<file path="src/bfhz_pkg.sv">
package bfhz_pkg;
	localparam logic [15:0] RAM_END = 16'hfdff;
	localparam logic [15:0] RAM_BASE_3K = 16'hf200;
	localparam logic [15:0] RAM_BASE_2K = 16'hf600;
	localparam logic [15:0] RAM_BASE_1K = 16'hfa00;
	localparam logic [15:0] BIT_AREA_BASE = 16'hfd00;
	localparam logic [15:0] BIT_AREA_END = 16'hfdff;
	localparam logic [15:0] PTR_AREA_BASE = 16'hfce0;
	localparam logic [15:0] PTR_AREA_END = 16'hfcfe;
	localparam logic [15:0] STACK_REACH = 16'h0020;
	localparam logic [15:0] BANK_SPAN = 16'h001e;
	localparam logic [7:0] MATCH_REG_MAX = 8'hef;
	localparam logic [7:0] OPERAND_LOW_MAX = 8'h7f;
	localparam logic [3:0] REG_FORM_HI = 4'hf;
	localparam logic [2:0] LOCK_RANGE_ONE = 3'h1;

	// internal_ram module size select
	typedef enum logic [1:0]
	{
		BFHZ_RAM_3K = 2'h0,
		BFHZ_RAM_2K = 2'h1,
		BFHZ_RAM_1K = 2'h2
	} bfhz_ram_size_t;

	// kind of the preceding write-back
	typedef enum logic [2:0]
	{
		BFHZ_WR_NONE = 3'h0,
		BFHZ_WR_INSN = 3'h1,
		BFHZ_WR_XFER = 3'h2,
		BFHZ_WR_PTR_INC = 3'h3,
		BFHZ_WR_REG_INC = 3'h4,
		BFHZ_WR_STACK = 3'h5
	} bfhz_wr_kind_t;

	// write-back seen during the execute cycle of the predecessor
	typedef struct packed
	{
		bfhz_wr_kind_t kind;
		logic [15:0] addr;
		logic is_reg;
		logic [3:0] reg_num;
		logic [15:0] data;
	} bfhz_wb_t;

	// bit-field load presented in decode
	typedef struct packed
	{
		logic valid;
		logic high_form;
		logic [7:0] third_byte;
		logic [15:0] operand;
		logic [15:0] result;
	} bfhz_bfl_t;

	// lock_prefix / extend sequence context of the load
	typedef struct packed
	{
		logic in_seq;
		logic [2:0] position;
		logic prev_is_lock_one;
	} bfhz_lock_t;
endpackage

</file>
<file path="src/bfhz_match.sv">
module bfhz_match
(
	// predecessor write and load
	input wire bfhz_pkg::bfhz_wb_t wb_i,
	input wire bfhz_pkg::bfhz_bfl_t bfl_i,
	// core context
	input wire logic [15:0] context_pointer_i,
	input wire logic [15:0] stack_pointer_i,
	input wire bfhz_pkg::bfhz_ram_size_t ram_size_i,
	// verdict
	output logic case_one_o,
	output logic case_two_o,
	output logic in_ram_o
)
;
	logic [15:0] ram_base;
	logic [15:0] reg_addr;
	logic [15:0] bit_addr;
	logic wr_reg_y;
	logic cp_over_ptr;
	logic stack_ok;

	always_comb
	begin
		case (ram_size_i)
			bfhz_pkg::BFHZ_RAM_2K: ram_base = bfhz_pkg::RAM_BASE_2K;
			bfhz_pkg::BFHZ_RAM_1K: ram_base = bfhz_pkg::RAM_BASE_1K;
			default: ram_base = bfhz_pkg::RAM_BASE_3K;
		endcase
	end

	// word address of general_register y, relative to context_pointer
	assign reg_addr = context_pointer_i + {11'h000, bfl_i.third_byte[3:0], 1'b0};
	assign bit_addr = bfhz_pkg::BIT_AREA_BASE + {7'h00, bfl_i.operand[7:0], 1'b0};
	assign in_ram_o = wb_i.is_reg || ((wb_i.addr >= ram_base) && (wb_i.addr <= bfhz_pkg::RAM_END));
	// byte writes hit the word either way, so bit 0 is ignored
	assign wr_reg_y = wb_i.is_reg ? (wb_i.reg_num == bfl_i.third_byte[3:0])
		: (wb_i.addr[15:1] == reg_addr[15:1]);
	assign cp_over_ptr = (context_pointer_i <= bfhz_pkg::PTR_AREA_END)
		&& ((context_pointer_i + bfhz_pkg::BANK_SPAN) >= bfhz_pkg::PTR_AREA_BASE);
	assign stack_ok = ((stack_pointer_i >= bfhz_pkg::BIT_AREA_BASE) && (stack_pointer_i <= bfhz_pkg::BIT_AREA_END))
		|| ((context_pointer_i < stack_pointer_i)
		&& ((stack_pointer_i - context_pointer_i) <= bfhz_pkg::STACK_REACH));

	always_comb
	begin
		case_one_o = 1'b0;
		case_two_o = 1'b0;
		case (wb_i.kind)
			bfhz_pkg::BFHZ_WR_INSN, bfhz_pkg::BFHZ_WR_XFER, bfhz_pkg::BFHZ_WR_REG_INC:
			begin
				case_one_o = (bfl_i.third_byte[7:4] == bfhz_pkg::REG_FORM_HI) && wr_reg_y;
				case_two_o = (bfl_i.third_byte <= bfhz_pkg::MATCH_REG_MAX)
					&& (bfl_i.operand[7:0] <= bfhz_pkg::OPERAND_LOW_MAX) && !wb_i.is_reg
					&& (wb_i.addr[15:1] == bit_addr[15:1]);
			end
			bfhz_pkg::BFHZ_WR_PTR_INC:
				case_one_o = (bfl_i.third_byte[7:4] == bfhz_pkg::REG_FORM_HI) && cp_over_ptr
					&& (wb_i.addr[15:1] == reg_addr[15:1]);
			bfhz_pkg::BFHZ_WR_STACK:
			begin
				case_one_o = stack_ok && (bfl_i.third_byte[7:4] == bfhz_pkg::REG_FORM_HI) && wr_reg_y;
				case_two_o = stack_ok && (bfl_i.third_byte <= bfhz_pkg::MATCH_REG_MAX)
					&& (bfl_i.operand[7:0] <= bfhz_pkg::OPERAND_LOW_MAX)
					&& (wb_i.addr[15:1] == bit_addr[15:1]);
			end
			default:
			begin
				case_one_o = 1'b0;
				case_two_o = 1'b0;
			end
		endcase
	end
endmodule

</file>
<file path="src/bfhz_core.sv">
// How it works
// - only internal_ram write-backs, range by size
// - only back-to-back decode with predecessor execute
// - third byte compared with write destination
// - 0Fy byte matches writes to register y
// - low byte v selects bit word
// - hazard ORs whole result with write data
// - implicit pointer, register, stack writes count
// - non-writing predecessors never cause hazard
// - pointer increment only in case one
// - stack writes only in two placements
// - lock prefix range one protects load
// - position one safe; repeated prefix protects
module bfhz_core
(
	// clock and reset
	input wire logic ref_clk_i,
	input wire logic rst_i,
	// predecessor execute stage
	input wire logic exec_valid_i,
	input wire bfhz_pkg::bfhz_wb_t wb_i,
	// bit_field_load decode stage
	input wire bfhz_pkg::bfhz_bfl_t bfl_i,
	input wire bfhz_pkg::bfhz_lock_t lock_i,
	// core context
	input wire logic [15:0] context_pointer_i,
	input wire logic [15:0] stack_pointer_i,
	input wire bfhz_pkg::bfhz_ram_size_t ram_size_i,
	// result
	output logic result_valid_o,
	output logic [15:0] result_o,
	output logic hazard_o
)
;
	logic case_one;
	logic case_two;
	logic in_ram;
	logic back_to_back;
	logic protected_seq;
	logic hazard_nxt;
	logic result_valid_r;
	logic [15:0] result_r;
	logic hazard_r;
	logic [15:0] reg_slot;
	localparam logic [2:0] LOCK_RANGE_ONE_C = bfhz_pkg::LOCK_RANGE_ONE;

	bfhz_match u_match
	(
		.wb_i(wb_i),
		.bfl_i(bfl_i),
		.context_pointer_i(context_pointer_i),
		.stack_pointer_i(stack_pointer_i),
		.ram_size_i(ram_size_i),
		.case_one_o(case_one),
		.case_two_o(case_two),
		.in_ram_o(in_ram)
	);

	assign back_to_back = exec_valid_i && bfl_i.valid;
	// a lock range of one or a repeated prefix leaves no writer in the slot before the load
	assign protected_seq = lock_i.prev_is_lock_one
		|| (lock_i.in_seq && (lock_i.position == LOCK_RANGE_ONE_C));
	// word of register y in the active bank, kept only for the checks below
	assign reg_slot = context_pointer_i + {11'h000, bfl_i.third_byte[3:0], 1'b0};

	assign hazard_nxt = back_to_back && in_ram && !protected_seq
		&& (wb_i.kind != bfhz_pkg::BFHZ_WR_NONE) && (case_one || case_two);

	always_ff @(posedge ref_clk_i)
	begin
		if (rst_i)
		begin
			result_valid_r <= 1'b0;
			hazard_r <= 1'b0;
		end
		else
		begin
			result_valid_r <= bfl_i.valid;
			hazard_r <= hazard_nxt;
		end
	end

	always_ff @(posedge ref_clk_i)
	begin
		if (rst_i)
		begin
			result_r <= 16'h0000;
		end
		else if (bfl_i.valid)
		begin
			result_r <= hazard_nxt ? (bfl_i.result | wb_i.data) : bfl_i.result;
		end
	end

	assign result_valid_o = result_valid_r;
	assign result_o = result_r;
	assign hazard_o = hazard_r;
endmodule

</file>
<file path="config.mk">
export PLATFORM = sky130hd
export DESIGN_NAME = bfhz_core
export DESIGN_NICKNAME = d
export VERILOG_FILES = /design/src/bfhz_pkg.sv /design/src/bfhz_match.sv /design/src/bfhz_core.sv
export SDC_FILE = /design/constraint.sdc
export NUM_CORES = 1
export LEC_CHECK = 0
export BUFFER_PORTS_ARGS = -buffer_cell sky130_fd_sc_hd__buf_2
export CAP_MARGIN = 20
export CORE_UTILIZATION = 35
export DETAILED_ROUTE_END_ITERATION = 12
export SKIP_CTS_REPAIR_TIMING = 1
export SLEW_MARGIN = 20
export SYNTH_ARGS = -nofsm -noshare
export SYNTH_HDL_FRONTEND = slang
export SYNTH_SLANG_ARGS = --single-unit
</file>
<file path="constraint.sdc">
create_clock -name ref_clk_i -period 3.92 [get_ports ref_clk_i]
set_input_delay 0.196 -clock ref_clk_i [delete_from_list [all_inputs] [get_ports ref_clk_i]]
set_output_delay 0.196 -clock ref_clk_i [all_outputs]
set_load 0.05 [all_outputs]
</file>
* After elaboration in Yosys (flattened, before gate mapping)
Cells that the tools add are included.
** Storage, ports and cells
- Word-level logic and storage cells :: 64
- Bits of input ports :: 124
- Bits in read-only memories :: 0
- Memories kept :: 0
- Register bits :: 18
- Latch bits :: 0
- Memory bits (writable) :: 0
** Operators by class
- Multiplexer cells :: 5
- Bitwise logic cells :: 1
- Multipliers :: 0
- Reduce and logical (&&, ||, !) cells :: 29
- $add $sub $neg :: 4
- $lt $le $gt $ge :: 10
- Divide/modulo/power cells :: 0
- Shift-type cells :: 0
- Equal/unequal tests :: 12
** Operators by type and width (count)
- 16-bit <= comparator, second input constant :: 3
- 16-bit >= comparator, second input constant :: 2
- 15-bit == test :: 2
- 12-bit one-hot mux with 2 select lines :: 1
- 1-bit logical AND :: 21
- 16-bit by 5-bit adder with 16-bit output :: 1
- 16-bit by 5-bit adder with 16-bit output, second input constant :: 1
- 16-bit >= comparator :: 1
- 16-bit by 6-bit <= comparator with 1-bit output, second input constant :: 1
- 16-bit < comparator :: 1
- 16-bit two-way mux :: 1
- 16-bit bitwise OR :: 1
- 16-bit subtractor :: 1
- 11-bit by 10-bit adder with 12-bit output, first input constant :: 1
- 8-bit by 7-bit <= comparator with 1-bit output, second input constant :: 1
- 8-bit <= comparator, second input constant :: 1
- 3-bit by 1-bit == test with 1-bit output, second input constant :: 2
- 3-bit by 2-bit == test with 1-bit output, second input constant :: 2
- 3-bit == test, second input constant :: 2
- 4-bit == test :: 1
- 4-bit == test, second input constant :: 1
- 1-bit logical OR :: 4
- 1-bit one-hot mux with 3 select lines :: 1
- 3-bit nonzero test :: 1
- 6 further kinds :: 7

* Depth between registers and ports, before layout
Gate-level depths: netlist of the first run.
- Depth in word-level cells :: 11
- Mapped depth :: 14
- Depth with buffers taken out :: 12

* Modules after synthesis
From an unflattened synthesis of the first run, not the netlist that was laid out.
** Second synthesis, totals
- Cell total of the unflattened synthesis :: 374
- Area total of the unflattened synthesis :: 2937.8 um^2
** Modules (own cells, without submodules)
- bfhz_match :: times used 1, cells each 278, area an instance 1926.8 um^2
- bfhz_core :: times used 1, cells each 96, area an instance 1011.0 um^2

* Least setup slack after synthesis of the first run
OpenSTA, ideal clock, no wires.
- Path type :: input -> register
- Start point :: in bfl_i[32] (netlist bit)
- End point :: reg result_r[0] (netlist: result_o[0])
- Stages on the path :: 13
- Setup time :: 0.079 ns
- Path slack :: 1.119 ns
- Required time :: 3.841 ns
- Arrival time :: 2.722 ns
- Cells stage by stage :: ha_1 inv_1 fa_1 nand2b_1 a21o_1 nor4_1 xnor2_1 nand4_1 or4_1 nand2_2 buf_4 nand4_1 o221ai_2
** Between the ends
- Longest elaborated chain between the ends :: 8
** Ends and longest elaborated chain
- start: declaration :: line bfhz_core.sv:23 : input wire bfhz_pkg::bfhz_bfl_t bfl_i,
- 16-bit by 5-bit adder with 16-bit output / 8-bit <= comparator (equally long branches)
- 15-bit == test (tied with other cells) :: line bfhz_match.sv:38, bfhz_match.sv:59
- 1-bit two-way mux (tied with other cells) :: line bfhz_match.sv:37 : assign wr_reg_y = wb_i.is_reg ? (wb_i.reg_num == bfl_i.third_byte[3:0])
- 1-bit logical AND (on tied branches)
- 1-bit one-hot mux with 3 select lines / 1-bit one-hot mux with 2 select lines (equally long branches) :: line bfhz_match.sv:49 : case (wb_i.kind)
- 1-bit logical OR * :: line bfhz_core.sv:67 : && (wb_i.kind != bfhz_pkg::BFHZ_WR_NONE) && (case_one || case_two);
- 1-bit logical AND * :: line bfhz_core.sv:67
- 16-bit two-way mux * :: line bfhz_core.sv:91 : result_r <= hazard_nxt ? (bfl_i.result | wb_i.data) : bfl_i.result;
- end signal: assignment :: line bfhz_core.sv:91
- end: declaration :: line bfhz_core.sv:42 : logic [15:0] result_r;
Mark *: on every way between the ends. The rest lies on a longest branch, timed or not.
A chain may end at the register's enable or synchronous reset.

* Final worst setup path of the first run
- Start point :: in context_pointer_i[0]
- End point :: reg result_r[15] (netlist: result_o[15])
** Between the ends
- Longest elaborated chain between the ends :: 11
** Ends and longest elaborated chain
- start: declaration :: line bfhz_core.sv:26 : input wire logic [15:0] context_pointer_i,
- 16-bit subtractor :: line bfhz_match.sv:43 : && ((stack_pointer_i - context_pointer_i) <= bfhz_pkg::STACK_REACH));
- 16-bit by 6-bit <= comparator with 1-bit output :: line bfhz_match.sv:43
- 1-bit logical AND :: line bfhz_match.sv:43
- 1-bit logical OR :: line bfhz_match.sv:42 : || ((context_pointer_i < stack_pointer_i)
- 1-bit logical AND :: line bfhz_match.sv:63 : case_two_o = stack_ok && (bfl_i.third_byte <= bfhz_pkg::MATCH_REG_MAX)
- 1-bit logical AND :: line bfhz_match.sv:64 : && (bfl_i.operand[7:0] <= bfhz_pkg::OPERAND_LOW_MAX)
- 1-bit logical AND :: line bfhz_match.sv:65 : && (wb_i.addr[15:1] == bit_addr[15:1]);
- 1-bit one-hot mux with 2 select lines :: line bfhz_match.sv:49
- 1-bit logical OR * :: line bfhz_core.sv:67
- 1-bit logical AND * :: line bfhz_core.sv:67
- 16-bit two-way mux * :: line bfhz_core.sv:91
Marked as above.

==> impl_metrics.tcl, run 1 <==
set metrics [dict create \
    clkSinkCount 18 \
    rsz0062_at_grt "false" \
    worstPathMaxFanout 16 \
    clock_latency_ns 0.26 \
    hold_viol 0 \
    synthDistinctLibCells 68 \
    via_per_inst 5.71 \
    power_frac_clock_pct 19.2 \
    ant_nets 0 \
    synth_nets 560 \
    tns_ns 0 \
    initial_utilization_pct 36.1 \
    reg2reg_depth 2 \
    drive_gt1_share_pct 30.4 \
    synth_flop_cell "dfxtp_1" \
    die_height_um 96.8 \
    leakagePower_uw 0.00170 \
    combPwrFrac_pct 56.1 \
    cp.required_ns 4.08 \
    wl_per_cell_um 15.2 \
    min_from "wb_i[12]" \
    hold_end "result_o[12]" \
    hpwl_mm 8.01 \
    yosys_warnings 0 \
    fin_crit_ns 3.19 \
    die_w_um 96.8 \
    ios 142 \
    setup_violations 0 \
    crit_path_end_kind "flop" \
    met3_usage_pct 1.73 \
    r2r-start "result_o[5]" \
    timing.fmax_ghz 0.313 \
    grt_max_degree 34 \
    syn_avg_cell_area_um2 7.67 \
    synth_area_um2 3150 \
    crit_start "context_pointer_i[0]" \
    use_met1_pct 27.0 \
    holdPathStages 3 \
    post-route-drc-count 0 \
    antennaDiodeCount 0 \
    pwr-share-seq_pct 24.7 \
    skew_ns 0 \
    ys_async_sr_fraction_pct 0 \
    power.total_uw 801 \
    dr.pass1.iters 4 \
    io_buffers 131 \
    drt_iter0_markers 167 \
    cts_root_buffer "clkbuf_8" \
    outcome "finished, final reports clean" \
    tightestPinTransition_ns 0.746 \
    area_delta_synth_final_pct 24.4 \
    worstHoldPathType "in2reg" \
    grt_pass1_vias 3419 \
    numCtsBuffers 3 \
    drv_slew 0 \
    grt_pass1_wl_mm 15.6 \
    fill_cells 890 \
    path_clk_slew_ns 0.07 \
    h-tree-depth 1 \
    antenna_found_initial 0 \
    drv_cap 0 \
    met2_usage_pct 33.1 \
    r2r_slack_ns 3.19 \
    synth_edf_count 0 \
    synth_common_cells "26 x nand4_1, 25 x inv_1, 24 x ha_1, 23 x nand3_1, 22 x nand2_1" \
    core_area_um2 8720 \
    fin_cells 634 \
    internal_power_uw 462 \
    routed_wl_mm 9.63 \
    gp_congestion 0.868 \
    critical_path_class "in2reg" \
    power.switching_uw 339 \
    overflow 0 \
    r2r_end "result_o[5]" \
    cts_buffer_depth 2 \
    yosysTopAreaCell "dfxtp_1" \
    synthDominantCellAreaShare_pct 11.5 \
    syn_inst 410 \
    grt_use_total_pct 19.6 \
    row_count 34 \
    yosysMostFrequentCell "nand4_1" \
    yosysSeqAreaShare_pct 11.5 \
    cts_tree "built" \
    powerDensity_nw_per_um2 205 \
    synth-seq-cells 18 \
    synthTopCellsByArea "dfxtp_1 11%, ha_1 9.5%, nand4_1 5.2%" \
    relSlewSlack_pct 50.3 \
    route.vias.total 3619 \
    fin_nets 677 \
    swShare_pct 42.4 \
    die_area_um2 9370 \
    fin_crit_sh_pct 81.5 \
    ir_worst_vdd_v 0.0000788 \
    dp.cells 630 \
    arrival_ns 3.36 \
    busiest_layer "met2" \
    startpoint_type "input port" \
]
layer usage:
metal	wire (um)	up-vias
met1	4760	1647
met3	559	6
li1	-	1822
met5	0	-
met4	68	0
met2	4240	144
area by class of cell:
type	instances	area (um^2)	area share, %
inverter	25	93.8	2.40
sequential	18	360	9.21
timing repair buffer	132	663	16.9
multi-input combinational	347	2610	66.6
clock buffer	4	55.1	1.41
tap	108	135	3.45
power groups by stage:
stage / logic [uW] / registers, uW / clock network [uW]
CTS: 447 / 198 / 157
global route: 491 / 199 / 167
global placement: 439 / 202 / 0
detailed placement: 444 / 202 / 0
floorplan: 262 / 239 / 0
finish: 449 / 198 / 154
worst max-delay path: stages:
cell and delay (ns):
buf_2 0.11, ha_1 0.23, fa_1 0.39, nand2b_1 0.19, a21oi_1 0.35, o211ai_1 0.17, a21oi_1 0.24, o22ai_1 0.15
a2111oi_1 0.64, nand4_4 0.39, o221ai_1 0.31
cell usage in the layout (no fill, tap or decap), drive strengths merged, types with 3 or more instances in the layout:
cell type  Yosys  final
or4            7      7
dfxtp         18     18
o22ai          3      3
ha            24     24
clkbuf        12      4
o221ai        18     18
nand4         27     27
a31oi          6      6
o211ai         6      6
nor2b          7      7
nand3         23     23
nand2         23     23
o31ai          4      4
nand3b         3      3
a21o           6      6
and3           4      4
buf            8    132
nor3          13     13
nor4           6      6
inv           25     25
a2111oi        5      5
mux2i         16     16
o21ai         27     27
a21oi         20     20
xor2          15     15
nand2b         9      9
xnor2         18     18
or3            4      4
nor2          17     17
worst max path at each step:
| stage | endpoint | slack, ns |
|---|---|---|
| 2_1_floorplan | result_o[0] | 1.12 |
| 3_3_place_gp | result_o[1] | 0.63 |
| 3_5_place_dp | result_o[15] | 0.57 |
| 4_1_cts | result_o[15] | 0.83 |
| 5_1_grt | result_o[14] | 0.62 |
| 6_report | result_o[15] | 0.73 |
cell families (layout without fill, tap and decap cells):
family                     count (synthesis)  in the layout  share of synthesized area (%)
AOI/OAI and AO/OA                        115            115                           28.2
muxes                                     16             16                           5.09
xor gates and xnor gates                  33             33                           9.19
buffers and inverters                     45            161                           6.09
and+or+nand+nor                          157            157                           29.2
adders and majority gates                 26             26                           10.8
DFF                                       18             18                           11.5
sequential cells by signal, summed over array words and instances, names as in the netlist:
name            cells
hazard_o            1
result_valid_o      1
result_o           16
through the flow:
stage                     cell area [um^2]  hold slack, ns  utilization, %  setup slack, ns
after global routing                  3910           0.186            44.9            0.622
after detailed placement              3850           0.446            44.2            0.569
after floorplan                       3150           0.336               -             1.12
after global placement                3850           0.436            44.2            0.626
final                                 3910           0.180            44.9            0.727
after CTS                             3910           0.179            44.8            0.830
(Power assumes the default switching activity.)
==> run 2: changes to the inputs <==
Clock period 3.92 ns to 2.82 ns, I/O delays scaled along.
==> impl_metrics.tcl, run 2 (same netlist as run 1, synthesis figures left out) <==
set metrics [dict create \
    worstHoldPathType "in2reg" \
    cp.required_ns 3.00 \
    gp_congestion 0.849 \
    fin_crit_ns 2.67 \
    grt_use_total_pct 21.6 \
    drive_gt1_share_pct 36.3 \
    core_area_um2 8720 \
    die_area_um2 9370 \
    tightestPinTransition_ns 0.452 \
    crit_family "simple AND/OR/NAND/NOR gates" \
    clock_latency_ns 0.25 \
    arrival_ns 2.85 \
    crit_path_end_kind "flop" \
    critical_path_class "in2reg" \
    powerDensity_nw_per_um2 276 \
    outcome "finished, final reports clean" \
    post-route-drc-count 0 \
    hpwl_mm 8.71 \
    cts_root_buffer "clkbuf_8" \
    slowest_stage "or4_1" \
    row_count 34 \
    via_per_inst 5.61 \
    ir_worst_vdd_v 0.000128 \
    grt_pass1_vias 3687 \
    tns_ns 0 \
    busiest_layer "met2" \
    antennaDiodeCount 0 \
    layout_commonest_cell "buf_2" \
    max_stage_delay_ns 0.49 \
    worstPathMaxFanout 17 \
    area_delta_synth_final_pct 36.0 \
    dp.cells 671 \
    numCtsBuffers 3 \
    drv_cap 0 \
    fin_cells 676 \
    use_met1_pct 29.0 \
    overflow 0 \
    path_clk_slew_ns 0.07 \
    startpoint_type "input port" \
    timing.fmax_ghz 0.374 \
    met3_usage_pct 2.38 \
    crit_top_cell "nand4_1" \
    fin_crit_sh_pct 94.7 \
    path_buf_inv 3 \
    die_w_um 96.8 \
    ios 142 \
    drt_iter0_markers 162 \
    grt_max_degree 34 \
    ant_nets 0 \
    io_buffers 131 \
    routed_wl_mm 10.2 \
    crit_chain "buf_2 -> ha_1 -> inv_1 -> fa_1 -> xnor2_1 -> or4_1 -> a31oi_2 -> nand4_1 -> or4_4 -> nand2_2 -> buf_12 -> nand4_1 -> o221ai_2" \
    cts_buffer_depth 2 \
    largest_reg_flops 16 \
    h-tree-depth 1 \
    die_height_um 96.8 \
    met2_usage_pct 36.7 \
    drv_slew 0 \
    skew_ns 0 \
    antenna_found_initial 0 \
    cts_tree "built" \
    dr.pass1.iters 5 \
    initial_utilization_pct 36.1 \
    hold_viol 0 \
    route.vias.total 3791 \
    grt_pass1_wl_mm 17.2 \
    final_cell_mix "131 x buf_2, 41 x buf_4, 26 x nand4_1, 25 x inv_1, 24 x ha_1" \
    rsz0062_at_grt "false" \
    relSlewSlack_pct 69.1 \
    clkSinkCount 18 \
    fin_nets 719 \
    wl_per_cell_um 15.0 \
    leakagePower_uw 0.00191 \
    setup_violations 0 \
]
run 2: path summary, 6_finish.rpt:
path	start	endpoint	slack, ns	cells past startpoint
min reg2reg	result_o[5]	result_o[5]	0.57	2
max	bfl_i[32]	result_o[7]	0.15	13
min	wb_i[2]	result_o[2]	0.13	3
max reg2reg	result_o[12]	result_o[12]	2.11	2
run 2: per-layer routing:
layer	routed length, um	up-vias
met5	0	-
met4	138	0
met3	583	14
met2	4660	148
met1	4770	1720
li1	-	1909
run 2: area by class of cell:
type | count | area (um^2)
clock buffers | 4 | 55.1
fillers | 859 | 4440
inverters | 25 | 93.8
multi-input cells | 347 | 2630
flip-flops and latches | 18 | 360
well taps | 108 | 135
repair buffers | 174 | 1000
run 2: power by group:
group,internal (uW),switching (uW),total (uW)
Clock,124,86.4,210
Sequential,269,6.35,275
Combinational,303,392,695
run 2: per-stage QoR:
stage                     hold slack (ns)  area (um^2)  util, %  setup WS, ns  power [uW]
after global placement              0.382         4190     48.0        -0.192         958
final                               0.129         4280     49.0         0.148        1180
after floorplan                     0.281         3150        -        0.0740         695
after CTS                           0.129         4240     48.6        0.0127        1180
after global routing                0.139         4280     49.0       0.00841        1270
after detailed placement            0.392         4190     48.0        -0.248         969
run 2: worst register-to-register path: stages (launching register included):
cell and delay (ns):
dfxtp_1 0.31, mux2i_1 0.15, o221ai_2 0.11
